--- config.mk ---
export PLATFORM = sky130hd
export DESIGN_NAME = fwg_top
export DESIGN_NICKNAME = d
export VERILOG_FILES = /design/src/hw/fwg_top.v
export VERILOG_INCLUDE_DIRS = /design/src /design/src/hw
export SDC_FILE = /design/constraint.sdc
export NUM_CORES = 1
export LEC_CHECK = 0
export ABC_AREA = 1
export BUFFER_PORTS_ARGS = -buffer_cell sky130_fd_sc_hd__buf_2
export CELL_PAD_IN_SITES_DETAIL_PLACEMENT = 0
export CELL_PAD_IN_SITES_GLOBAL_PLACEMENT = 1
export CORE_UTILIZATION = 49
export DETAILED_ROUTE_END_ITERATION = 16
export PLACE_DENSITY = 0.88
export SLEW_MARGIN = 20
export SYNTH_ARGS = -nofsm -noshare
export SYNTH_HDL_FRONTEND = slang
export SYNTH_SLANG_ARGS = --single-unit
export TNS_END_PERCENT = 5
--- constraint.sdc ---
create_clock -name clk -period 3.05 [get_ports clk]
set_input_delay 0.1525 -clock clk [delete_from_list [all_inputs] [get_ports clk]]
set_output_delay 0.1525 -clock clk [all_outputs]
set_load 0.02 [all_outputs]
--- src/hw/fwg_map.vh ---
`ifndef FWG_MAP_VH
`define FWG_MAP_VH

// ----------------------------------------------------------------------------
// Register offsets on the plain register port
// ----------------------------------------------------------------------------
`define FWG_OFS_CMD        8'h00
`define FWG_OFS_DATA       8'h01
`define FWG_OFS_KEY        8'h02
`define FWG_OFS_FUNC       8'h03
`define FWG_OFS_ADDR_HI    8'h04
`define FWG_OFS_ADDR_LO    8'h05
`define FWG_OFS_ARG        8'h06
`define FWG_OFS_COUNT      8'h07
`define FWG_OFS_STATUS     8'h08
`define FWG_OFS_ERROR      8'h09
`define FWG_OFS_MODE       8'h0a
`define FWG_OFS_CFG_BASE   8'h10

// ----------------------------------------------------------------------------
// Key, command and function codes
// ----------------------------------------------------------------------------
`define FWG_KEY_VALUE      8'h96
`define FWG_CMD_SET_WE     8'h08
`define FWG_CMD_CLR_WE     8'h0b
`define FWG_FN_PROG_PAGE   8'h00
`define FWG_FN_VERSION     8'h01
`define FWG_FN_MISC_WRITE  8'h02
`define FWG_FN_MISC_READ   8'h03
`define FWG_FN_ERASE       8'h04
`define FWG_FN_SECTOR_CRC  8'h05
`define FWG_FN_GLOBAL_CRC  8'h06
`define FWG_SEL_ERASE_PAGE 8'h00
`define FWG_SEL_ERASE_SECT 8'h01
`define FWG_TGT_CCP        8'h10
`define FWG_TGT_CFG_LAST   8'h03
`define FWG_TGT_SEC_FIRST  8'h08
`define FWG_TGT_SEC_LAST   8'h0f
`define FWG_TGT_BOOT_STATUS_BYTE   4'h3

// ----------------------------------------------------------------------------
// Field positions and modes
// ----------------------------------------------------------------------------
`define FWG_BIT_GUARD      7
`define FWG_BIT_CWP        6
`define FWG_ERR_OI         0
`define FWG_ERR_SV         1
`define FWG_ERR_HVE        2
`define FWG_ERR_VE         3
`define FWG_MODE_APP       2'h0
`define FWG_MODE_SERIAL    2'h1
`define FWG_MODE_ICP       2'h2
`define FWG_MODE_PARALLEL  2'h3
`define FWG_VERSION_ID     8'h01
`define FWG_CFG_RESET      8'h00

`endif

--- src/hw/fwg_top.v ---
// Overview of operation
// - Key is cleared after each processed call.
// - Keyed call without valid key resets MCU.
// - Write guard only in application mode; serial boot bypasses it.
// - Guard bit zero forces write-enable flag set.
// - Command 08H then key sets write-enable.
// - Command 0BH then key, or reset, clears it.
// - Boot sets flag; flag cleared after writes.
// - Config protect bit refuses config writes in serial-boot and application modes.
// - Protect set by boot status; cleared by command.
// - Disable bit blocks clear command except programmer modes.
// - CPU held program-idle during self-timed cycles.
// - Interrupt aborts cycle, sets carry and status.
// - Status bit 0 marks interrupted operation.
// - Status bit 1 marks security violation.
// - Status bit 2 marks high-voltage fault.
// - Status bit 3 marks read-back mismatch.
// - Error register bits 4 to 7 read zero.
// - Code 00h programs a user code page.
// - Code 02h writes config, security, or clears protect.
// - Code 04h erases page or sector, keyed.
//
// The strobed register port and the placing of the registers are this design's own decisions.
`include "fwg_map.vh"
`default_nettype none

module fwg_top
(
   // Clock and reset
   input  wire       clk,
   input  wire       resetn,
   // Register port
   input  wire [7:0] addr,
   input  wire [7:0] wdata,
   input  wire       wr_stb,
   input  wire       rd_stb,
   output reg  [7:0] rdata,
   // Flash engine
   output reg        op_start,
   output reg        op_abort,
   output reg  [7:0] op_func,
   output reg  [15:0] op_addr,
   output reg  [7:0] op_arg,
   output reg  [7:0] op_count,
   input  wire       op_done,
   input  wire       hv_fault,
   input  wire       sec_block,
   input  wire       verify_mismatch,
   // Processor side
   input  wire       irq_pending,
   output reg        cpu_idle,
   output reg        mcu_reset_req
);

   // -------------------------------------------------------------------------
   // Helper functions
   // -------------------------------------------------------------------------

   // Calls that write or erase code memory need the key.
   function is_keyed;
      input [7:0] fn;
      begin
         is_keyed = (fn == `FWG_FN_PROG_PAGE) || (fn == `FWG_FN_MISC_WRITE) ||
                    (fn == `FWG_FN_ERASE);
      end
   endfunction

   // Configuration targets are the four bytes at the bottom of the map.
   function is_cfg_target;
      input [7:0] t;
      begin
         is_cfg_target = (t <= `FWG_TGT_CFG_LAST);
      end
   endfunction

   // Targets that exist at all; a write to a reserved one is a violation, a read returns zero.
   function is_valid_target;
      input [7:0] t;
      begin
         is_valid_target = (t <= `FWG_TGT_CFG_LAST) ||
                           ((t >= `FWG_TGT_SEC_FIRST) && (t <= `FWG_TGT_SEC_LAST));
      end
   endfunction

   // -------------------------------------------------------------------------
   // State
   // -------------------------------------------------------------------------
   localparam ST_IDLE = 1'b0;
   localparam ST_BUSY = 1'b1;

   reg        state_reg;
   reg [7:0]  cmd_reg;
   reg [7:0]  key_reg;
   reg [7:0]  addr_hi_reg;
   reg [7:0]  addr_lo_reg;
   reg [7:0]  arg_reg;
   reg [7:0]  count_reg;
   reg [1:0]  mode_reg;
   reg        we_reg;
   reg        carry_reg;
   reg [3:0]  err_reg;
   reg [7:0]  result_reg;
   reg [7:0]  cfg_mem [0:15];
   integer    i;

   // The guard and the disable-clear control share one boot status bit.
   wire [7:0] boot_status_byte   = cfg_mem[`FWG_TGT_BOOT_STATUS_BYTE];
   wire       activate_write_guard = boot_status_byte[`FWG_BIT_GUARD];
   wire       disable_clear_protection = boot_status_byte[`FWG_BIT_GUARD];
   wire       config_write_protect = boot_status_byte[`FWG_BIT_CWP];
   wire       guarded_mode = (mode_reg == `FWG_MODE_APP) ||
                             (mode_reg == `FWG_MODE_SERIAL);
   wire       we_effective = ~activate_write_guard | we_reg;
   wire       wr_cmd   = wr_stb && (addr == `FWG_OFS_CMD);
   wire       wr_data  = wr_stb && (addr == `FWG_OFS_DATA);
   wire       wr_func  = wr_stb && (addr == `FWG_OFS_FUNC) && (state_reg == ST_IDLE);
   wire       key_ok   = (key_reg == `FWG_KEY_VALUE);
   wire       flag_key = wr_data && (wdata == `FWG_KEY_VALUE);
   wire       is_ccp   = (arg_reg == `FWG_TGT_CCP);
   wire       is_write = (wdata == `FWG_FN_PROG_PAGE) || (wdata == `FWG_FN_MISC_WRITE) ||
                         (wdata == `FWG_FN_ERASE);

   // -------------------------------------------------------------------------
   // Call acceptance
   // -------------------------------------------------------------------------

   // Write permission comes from the flag, from a programmer mode that the
   // guard never covers, or from serial boot, which sets the flag as a call starts.
   reg  call_we_ok;
   reg  call_refused;
   reg  call_run;
   always @*
   begin
      call_we_ok   = we_effective || !guarded_mode ||
                     (mode_reg == `FWG_MODE_SERIAL);
      call_refused = 1'b0;
      call_run     = 1'b0;
      if (wdata == `FWG_FN_MISC_WRITE)
      begin
         if (is_ccp)
            call_refused = disable_clear_protection && guarded_mode;
         else
            call_refused = !call_we_ok || !is_valid_target(arg_reg) ||
                           (is_cfg_target(arg_reg) && config_write_protect &&
                            guarded_mode);
         call_run = !call_refused && !is_ccp;
      end
      else if ((wdata == `FWG_FN_PROG_PAGE) || (wdata == `FWG_FN_ERASE))
      begin
         call_refused = !call_we_ok;
         call_run     = call_we_ok;
      end
      else if ((wdata == `FWG_FN_SECTOR_CRC) || (wdata == `FWG_FN_GLOBAL_CRC))
         call_run = 1'b1;
   end

   // -------------------------------------------------------------------------
   // Sequencer, flags and configuration store
   // -------------------------------------------------------------------------

   // One process owns the call state so that a command write and a call
   // completing in the same cycle settle in a single, defined order.
   always @(posedge clk or negedge resetn)
   begin
      if (!resetn)
      begin
         state_reg     <= ST_IDLE;
         cmd_reg       <= 8'h00;
         key_reg       <= 8'h00;
         addr_hi_reg   <= 8'h00;
         addr_lo_reg   <= 8'h00;
         arg_reg       <= 8'h00;
         count_reg     <= 8'h00;
         mode_reg      <= `FWG_MODE_APP;
         we_reg        <= 1'b0;
         carry_reg     <= 1'b0;
         err_reg       <= 4'h0;
         result_reg    <= 8'h00;
         op_start      <= 1'b0;
         op_abort      <= 1'b0;
         op_func       <= 8'h00;
         op_addr       <= 16'h0000;
         op_arg        <= 8'h00;
         op_count      <= 8'h00;
         cpu_idle      <= 1'b0;
         mcu_reset_req <= 1'b0;
         for (i = 0; i < 16; i = i + 1)
            cfg_mem[i] <= `FWG_CFG_RESET;
      end
      else
      begin
         op_start      <= 1'b0;
         op_abort      <= 1'b0;
         mcu_reset_req <= 1'b0;

         // Plain parameter registers.
         if (wr_stb && (addr == `FWG_OFS_CMD))
            cmd_reg <= wdata;
         if (wr_stb && (addr == `FWG_OFS_KEY))
            key_reg <= wdata;
         if (wr_stb && (addr == `FWG_OFS_ADDR_HI))
            addr_hi_reg <= wdata;
         if (wr_stb && (addr == `FWG_OFS_ADDR_LO))
            addr_lo_reg <= wdata;
         if (wr_stb && (addr == `FWG_OFS_ARG))
            arg_reg <= wdata;
         if (wr_stb && (addr == `FWG_OFS_COUNT))
            count_reg <= wdata;
         if (wr_stb && (addr == `FWG_OFS_MODE))
            mode_reg <= wdata[1:0];

         // The command must already be latched when the key arrives.
         // A key with no matching latched command leaves the flag as it is.
         if (flag_key && !wr_cmd && (cmd_reg == `FWG_CMD_SET_WE))
            we_reg <= 1'b1;
         if (flag_key && !wr_cmd && (cmd_reg == `FWG_CMD_CLR_WE))
            we_reg <= 1'b0;

         case (state_reg)
            ST_IDLE:
            begin
               if (wr_func)
               begin
                  key_reg <= 8'h00;
                  if (is_keyed(wdata) && !key_ok)
                     mcu_reset_req <= 1'b1;
                  else if (call_run)
                  begin
                     state_reg <= ST_BUSY;
                     cpu_idle  <= 1'b1;
                     op_start  <= 1'b1;
                     op_func   <= wdata;
                     op_addr   <= {addr_hi_reg, addr_lo_reg};
                     op_arg    <= (wdata == `FWG_FN_ERASE) ?
                                  {7'h00, arg_reg[0]} : arg_reg;
                     op_count  <= count_reg;
                     carry_reg <= 1'b0;
                     err_reg   <= 4'h0;
                     if (mode_reg == `FWG_MODE_SERIAL)
                        we_reg <= 1'b1;
                  end
                  else if (call_refused)
                  begin
                     // A refused call never reaches the engine, so memory stays intact.
                     carry_reg  <= 1'b1;
                     err_reg    <= 4'h0;
                     err_reg[`FWG_ERR_SV] <= 1'b1;
                     result_reg <= 8'h02;
                     if (is_write)
                        we_reg <= 1'b0;
                  end
                  else
                  begin
                     // Calls answered at once, without an engine cycle.
                     carry_reg <= 1'b0;
                     err_reg   <= 4'h0;
                     if ((wdata == `FWG_FN_MISC_WRITE) && is_ccp)
                     begin
                        // Clearing protection; programmer modes also drop
                        // the disable bit.
                        cfg_mem[`FWG_TGT_BOOT_STATUS_BYTE][`FWG_BIT_CWP] <= 1'b0;
                        if (!guarded_mode)
                           cfg_mem[`FWG_TGT_BOOT_STATUS_BYTE][`FWG_BIT_GUARD] <= 1'b0;
                        we_reg     <= 1'b0;
                        result_reg <= 8'h00;
                     end
                     else if (wdata == `FWG_FN_MISC_READ)
                        result_reg <= is_valid_target(arg_reg) ?
                                      cfg_mem[arg_reg[3:0]] : 8'h00;
                     else if (wdata == `FWG_FN_VERSION)
                        result_reg <= `FWG_VERSION_ID;
                     else
                        result_reg <= 8'h00;
                  end
               end
            end
            ST_BUSY:
            begin
               // An interrupt takes priority so that the processor can
               // leave program-idle and fetch its handler at once.
               if (irq_pending)
               begin
                  state_reg  <= ST_IDLE;
                  cpu_idle   <= 1'b0;
                  op_abort   <= 1'b1;
                  carry_reg  <= 1'b1;
                  err_reg    <= 4'h1;
                  result_reg <= 8'h01;
                  if (is_keyed(op_func))
                     we_reg <= 1'b0;
               end
               else if (sec_block || hv_fault)
               begin
                  // A fault ends the cycle at once; the array is left as the engine left it.
                  state_reg  <= ST_IDLE;
                  cpu_idle   <= 1'b0;
                  op_abort   <= 1'b1;
                  carry_reg  <= 1'b1;
                  err_reg    <= {1'b0, hv_fault, sec_block, 1'b0};
                  result_reg <= {5'h00, hv_fault, sec_block, 1'b0};
                  if (is_keyed(op_func))
                     we_reg <= 1'b0;
               end
               else if (op_done)
               begin
                  state_reg <= ST_IDLE;
                  cpu_idle  <= 1'b0;
                  if (is_keyed(op_func))
                     we_reg <= 1'b0;
                  if ((op_func == `FWG_FN_PROG_PAGE) && verify_mismatch)
                  begin
                     carry_reg  <= 1'b1;
                     err_reg    <= 4'h8;
                     result_reg <= 8'h08;
                  end
                  else
                  begin
                     carry_reg  <= 1'b0;
                     result_reg <= 8'h00;
                     // The store changes only once the engine reports a clean end.
                     if (op_func == `FWG_FN_MISC_WRITE)
                        cfg_mem[op_arg[3:0]] <= op_count;
                  end
               end
            end
            default:
            begin
               state_reg <= ST_IDLE;
               cpu_idle  <= 1'b0;
            end
         endcase
      end
   end

   // -------------------------------------------------------------------------
   // Read port
   // -------------------------------------------------------------------------

   // Read data stand in the cycle after the strobe only; idle cycles and
   // unmapped offsets return zero so the master never sees stale data.
   // The store owns a whole aligned block of sixteen offsets, so only the
   // upper nibble of the offset selects it.
   always @(posedge clk or negedge resetn)
   begin
      if (!resetn)
         rdata <= 8'h00;
      else if (!rd_stb)
         rdata <= 8'h00;
      else if ((addr & 8'hf0) == `FWG_OFS_CFG_BASE)
         rdata <= cfg_mem[addr[3:0]];
      else
      begin
         case (addr)
            `FWG_OFS_CMD:     rdata <= cmd_reg;
            `FWG_OFS_KEY:     rdata <= key_reg;
            `FWG_OFS_FUNC:    rdata <= result_reg;
            `FWG_OFS_ADDR_HI: rdata <= addr_hi_reg;
            `FWG_OFS_ADDR_LO: rdata <= addr_lo_reg;
            `FWG_OFS_ARG:     rdata <= arg_reg;
            `FWG_OFS_COUNT:   rdata <= count_reg;
            `FWG_OFS_STATUS:  rdata <= {state_reg, we_effective, carry_reg, 1'b0, err_reg};
            `FWG_OFS_ERROR:   rdata <= {4'h0, err_reg};
            `FWG_OFS_MODE:    rdata <= {6'h00, mode_reg};
            default:          rdata <= 8'h00;
         endcase
      end
   end

endmodule

`default_nettype wire

# After elaboration in Yosys (flattened, before gate mapping)
# Index checks and enable logic that the tools add are counted.
[op_classes]
magnitude_cmp = 7
n_eq_ne = 39
reduce_logical = 55
bitwise = 10
mux = 101
[op_table]
columns = ["op", "count"]
rows = [
  ["$mux W104", 5],
  ["$mux W8", 21],
  ["$bwmux W128", 1],
  ["$pmux W8 S10", 1],
  ["$bmux W8 S4", 2],
  ["$eq A8 B3 Y1 const B", 8],
  ["$mux W1", 49],
  ["$eq A8 B2 Y1 const B", 5],
  ["$eq A8 B4 Y1 const B", 5],
  ["$demux W8 S4", 1],
  ["$mux W4", 7],
  ["$logic_not A8 Y1", 3],
  ["$logic_and A1 B1 Y1", 23],
  ["$ne A2 B2 Y1 const B", 10],
  ["$eq A8 B1 Y1 const B", 2],
  ["$eq A8 B8 Y1 const B", 2],
  ["$pmux W8 S2", 1],
  ["$reduce_and A4 Y1", 4],
  ["$ge A5 B5 Y1 const B", 3],
  ["$not A4 Y5", 3],
  ["$mux W2", 7],
  ["$logic_or A1 B1 Y1", 13],
  ["$reduce_and A11 Y1", 1],
  ["$reduce_and A10 Y1", 1],
  ["other kinds (19)", 34],
]
[totals]
elab_cells = 251
output_inout_bits = 52
in_bits = 25
regBits = 245

# Logic depth before layout (Yosys ltp)
[depth]
depth_word = 17
mapped_depth = 14
ltp_nobuf = 14

# Least setup slack after synthesis
# No wires, ideal clock.
[synth_path]
kind = "register to register"
from = "register op_func[3]"
to = "register cfg_mem[54] in the netlist's numbering"
t_arrival_ps = 1836
period_less_slack_ps = 1969
path_buffers = 2
required_time_ps = 2917
setup_ps = 133
setup_slack_ps = 1081
stages_incl_launch_ff = 11
path_cell_list = "dfrtp_1 nor2_1 nand3_1 nor2_4 inv_2 nor4_4 buf_8 nand2_4 buf_6 nand2_1 o21ai_0"
[synth_between]
elab_chain_len = 4
word_cells_on_any_way = 5
classes_between = "eq/ne: 1; bitwise: 1; reduce/logical: 3"
[synth_rtl]
columns = ["item", "line", "text"]
rows = [
  ["start: declaration", "fwg_top.v:41", "output reg [7:0] op_func,"],
  ["start signal: assignment", "fwg_top.v:232", "op_func <= wdata;"],
  ["$logic_not A8 Y1 (no line)", "n/a", ""],
  ["$logic_and A1 B1 Y1", "fwg_top.v:310", "if ((op_func == `FWG_FN_PROG_PAGE) && verify_mismatch)"],
  ["$not A1 Y1 (no line)", "n/a", ""],
  ["$reduce_and A6 Y1 (no line) (*)", "n/a", ""],
  ["end signal: indexed assignment", "fwg_top.v:188", "cfg_mem[i] <= `FWG_CFG_RESET;"],
  ["end signal: indexed assignment", "fwg_top.v:322", "cfg_mem[op_arg[3:0]] <= op_count;"],
  ["end: declaration", "fwg_top.v:103", "reg [7:0] cfg_mem [0:15];"],
]
# Every way passes the cells marked *; elsewhere a longest branch is shown, timed or not.
# A chain may end at the register's enable or synchronous reset.

# Worst setup path after layout
[layout_path]
from = "register arg_reg[7]"
to = "register op_addr[11]"
[layout_between]
elab_chain_len = 12
word_cells_on_any_way = 18
classes_between = "order compare: 3; eq/ne: 1; mux: 3; reduce/logical: 11"
[layout_rtl]
columns = ["item", "line", "text"]
rows = [
  ["start: declaration", "fwg_top.v:96", "reg [7:0] arg_reg;"],
  ["start signal: assignment", "fwg_top.v:206", "arg_reg <= wdata;"],
  ["$ge A8 B4 Y1 (no line) / $le A8 B4 Y1 (equally long branches)", "n/a", ""],
  ["$logic_and A1 B1 Y1", "fwg_top.v:81", "((t >= `FWG_TGT_SEC_FIRST) && (t <= `FWG_TGT_SEC_LAST));"],
  ["$logic_or A1 B1 Y1", "fwg_top.v:80", "is_valid_target = (t <= `FWG_TGT_CFG_LAST) ||"],
  ["$logic_not A1 Y1", "fwg_top.v:143", "call_refused = !call_we_ok || !is_valid_target(arg_reg) ||"],
  ["$logic_or A1 B1 Y1 (2 in a row)", "fwg_top.v:143", ""],
  ["$mux W1", "fwg_top.v:140", "if (is_ccp)"],
  ["$mux W1", "fwg_top.v:138", "if (wdata == `FWG_FN_MISC_WRITE)"],
  ["$logic_not A1 Y1", "fwg_top.v:146", "call_run = !call_refused && !is_ccp;"],
  ["$logic_and A1 B1 Y1 (*)", "fwg_top.v:146", ""],
  ["$mux W1 (*)", "fwg_top.v:138", ""],
  ["$reduce_and A4 Y1 (no line) (*)", "n/a", ""],
  ["end signal: assignment", "fwg_top.v:233", "op_addr <= {addr_hi_reg, addr_lo_reg};"],
  ["end: declaration", "fwg_top.v:42", "output reg [15:0] op_addr,"],
]
# Every way passes the cells marked *; elsewhere a longest branch is shown, timed or not. The select of a mux whose other input is x is not followed.

==> impl_metrics.csv <==
group,metric,value,unit
outcome,outcome,"completed",
sta,finalCritPeriodShare,80.0,%
finish,drive_gt1_share,10.8,%
clock_tree,clk_pin_slew,0.06,ns
sta,tightest_slew,0.822,ns
clock_tree,clk_latency,0.55,ns
critical_path,endpoint_kind,"flop",
synth,synth_nets,1596,
flow_run,max_cap_violations,0,
finish,largest_reg_flops,120,
routing,drtIter0Drc,1320,
finish,syn_to_final_growth,13.6,%
global_route,antenna_found_initial,0,
synth,avgSynthCellArea,7.70,um^2
global_route,grt_pass1_wl,61.6,mm
die,fp.dieH,159,um
power_and_ir_drop,p_clk_share,46.4,%
critical_path,cp.arrival,2.85,ns
finish,reg_top3,"cfg_mem x120, op_addr x16",
routing,dr.pass1.iters,5,
routing,viasPerCell,5.70,
sta,max_slew_margin,44.8,%
die,initial_core_util,49.9,%
place,place.gp.congestion,0.958,
synth,ys_warn_count,0,
synth,synth_cells,1571,
place,portBuffers,76,
clock_tree,cts_made_buffers,27,
power_and_ir_drop,power.switching,1.78,mW
finish,fin_util,56.7,%
clock_tree,numClockSinks,245,
sta,skew,0.0123,ns
finish,top_register,"cfg_mem",
power_and_ir_drop,power,7.21,mW
power_and_ir_drop,p_int,5.43,mW
critical_path,required,3.45,ns
global_route,grt_start_max_net_pins,96,
sta,setup_violations,0,
power_and_ir_drop,power_leakage,6.66,nW
power_and_ir_drop,power_frac_comb,7.3,%
synth,ys_types,31,
power_and_ir_drop,powerDensity,525,mW/mm^2
clock_tree,clock_path_buffers,3,
die,rows,57,
sta,fmax,0.410,GHz
clock_tree,cts_max_level,1,
critical_path,cp_max_fo,42,
global_route,globalRouteTotalUtil,31.6,%
power_and_ir_drop,p_seq_share,46.3,%
hold_path,hold_class,"input pin to flop",
sta,final_hold_viol_count,0,
routing,drc,0,
place,dp_hpwl,27.1,mm
power_and_ir_drop,ir_worst_vdd,341,uV
clock_tree,cts_tree,"built",
clock_tree,cts-root-buf,"clkbuf_16",
global_route,overflow,0,
power_and_ir_drop,p_sw_share,24.7,%
routing,wl,39.3,mm
critical_path,crit_type,"flop to flop",
sta,slew_viol_final,0,
critical_path,critPathLaunchType,"flop",
die,core,0.0242,mm^2
routing,postRouteAntennaNets,0,
routing,wl_per_cell,19.8,um
sta,hold_ws,0.0526,ns
sta,post-route-min-period,2.44,ns
routing,vias,11313,
synth,syn_area,0.0121,mm^2
die,fp.dieW,159,um
sta,tns,0,ns
die,dieArea,0.0253,mm^2
die,pin_count,77,
finish,diodes,0,
synth,synth-seq-area-share,50.7,%
synth,synth_seq_cells,245,
finish,nets,1665,
global_route,grt_pass1_vias,10604,
sta,rsz0062_at_grt,"false",
critical path, stage by stage (launching register included):
cell     delay, ns
dfrtp_1       0.42
inv_1         0.12
nand2_1       0.09
nor2_1        0.35
o21ai_0       0.16
nor2_1        0.11
nand2_1       0.08
nand2_1       0.06
nand2_1       0.09
nor2_4        0.23
inv_2         0.32
nand2_1       0.16
o21ai_1       0.08
what timing repair did:
| item | CTS | global route |
|---|---|---|
| endpoints found under the hold margin | 102 | 0 |
| resized for setup | 0 | 0 |
| hold buffers | 8 | 0 |
| setup buffers | 0 | 0 |
cells in the final DEF, fill, tap and decap left out, types with 2 or more instances in the layout:
cell / netlist / final
a21oi_1: 21 / 21
buf_12: 0 / 2
buf_2: 16 / 75
buf_4: 0 / 25
bufinv_16: 0 / 2
clkbuf_1: 42 / 5
clkbuf_16: 0 / 27
clkbuf_8: 0 / 8
clkinv_2: 0 / 5
dfrtp_1: 245 / 244
dlygate4sd3_1: 0 / 8
inv_1: 130 / 130
inv_2: 7 / 7
nand2_1: 442 / 442
nand2_2: 3 / 3
nand2_4: 9 / 9
nand3_1: 59 / 59
nand3b_1: 3 / 3
nand4_1: 16 / 16
nor2_1: 143 / 142
nor2_2: 6 / 7
nor2_4: 2 / 2
nor3_1: 9 / 9
nor4_1: 2 / 2
o211ai_1: 4 / 4
o21ai_0: 319 / 319
o21ai_1: 23 / 23
o21bai_1: 2 / 2
o22ai_1: 47 / 47
o2bb2ai_1: 3 / 3
per-layer routing:
layer	vias to the layer above	wire length, um	GRT usage, %
met2	534	16400	44.5
li1	5299	-	-
met5	-	0	0
met3	60	4340	8.23
met1	5420	17600	48.2
met4	0	954	8.26
logic make-up (layout without fill, tap and decap cells):
family          after synthesis  in the layout  synth area share (%)
simple gates                696            696                  23.8
compound gates              422            422                  18.2
flops                       245            245                  50.7
buf+inv                     208            298                  7.33
cell usage after synthesis:
| cell | n | area [um^2] |
|---|---|---|
| a31oi_1 | 1 | 6.26 |
| clkbuf_1 | 42 | 158 |
| nand2_4 | 9 | 101 |
| nor4_1 | 2 | 12.5 |
| o21bai_1 | 2 | 15.0 |
| inv_2 | 7 | 26.3 |
| dfrtp_1 | 245 | 6130 |
| nor2_2 | 6 | 37.5 |
| nor3_2 | 1 | 10.0 |
| nand2_1 | 442 | 1660 |
| o22ai_1 | 47 | 294 |
| o2bb2ai_1 | 3 | 26.3 |
| inv_1 | 130 | 488 |
| o21ai_0 | 319 | 1600 |
| o211ai_1 | 4 | 30.0 |
| nand4_1 | 16 | 100 |
| buf_1 | 2 | 7.51 |
| nand3_1 | 59 | 295 |
| a21oi_1 | 21 | 105 |
| nor4_4 | 1 | 21.3 |
| nor2_1 | 143 | 537 |
| a211oi_1 | 1 | 7.51 |
| nand3b_1 | 3 | 22.5 |
| nor2_4 | 2 | 22.5 |
| buf_2 | 16 | 80.1 |
| a22oi_1 | 1 | 7.51 |
| o21ai_1 | 23 | 115 |
| nand2_2 | 3 | 18.8 |
| nor3_1 | 9 | 45.0 |
| buf_8 | 1 | 15.0 |
| buf_6 | 10 | 113 |
power by group through the flow:
| stage | sequential (mW) | combinational (mW) | clock [mW] |
|---|---|---|---|
| 5_1_grt | 3.35 | 0.582 | 3.51 |
| 6_report | 3.34 | 0.527 | 3.34 |
| 3_5_place_dp | 3.40 | 0.511 | 0 |
| 3_3_place_gp | 3.40 | 0.509 | 0 |
| 2_1_floorplan | 3.38 | 0.254 | 0 |
| 4_1_cts | 3.34 | 0.521 | 3.38 |
area by class of cell:
class,instances,area [um^2]
fill,2316,10500
timing repair buffer,111,698
sequential,245,6130
clock inverter,10,110
inverter,137,514
tap,324,405
clock buffer,40,805
multi-input combinational,1118,5090
final timing paths:
kind,startpoint,to,slack (ns),depth (start not counted)
setup / recovery,arg_reg[7],op_addr[11],0.61,12
hold / removal,wdata[5],key_reg[5],0.05,3
setup reg to reg,arg_reg[7],op_addr[11],0.61,12
hold reg to reg,op_addr[4],op_addr[4],0.47,2
max in group asynchronous,resetn,cfg_mem[85],1.90,3
min in group asynchronous,resetn,cfg_mem[53],0.23,2
stage by stage:
step           instance area [um^2]  cells  setup WS [ns]
2_1_floorplan                 12100   1571           1.08
3_3_place_gp                  12800   1927          0.714
3_5_place_dp                  12800   1927          0.651
4_1_cts                       13800   1985          0.638
5_1_grt                       13800   1985          0.385
6_report                      13800   1985          0.609
Power figures use the tool's default switching activity.
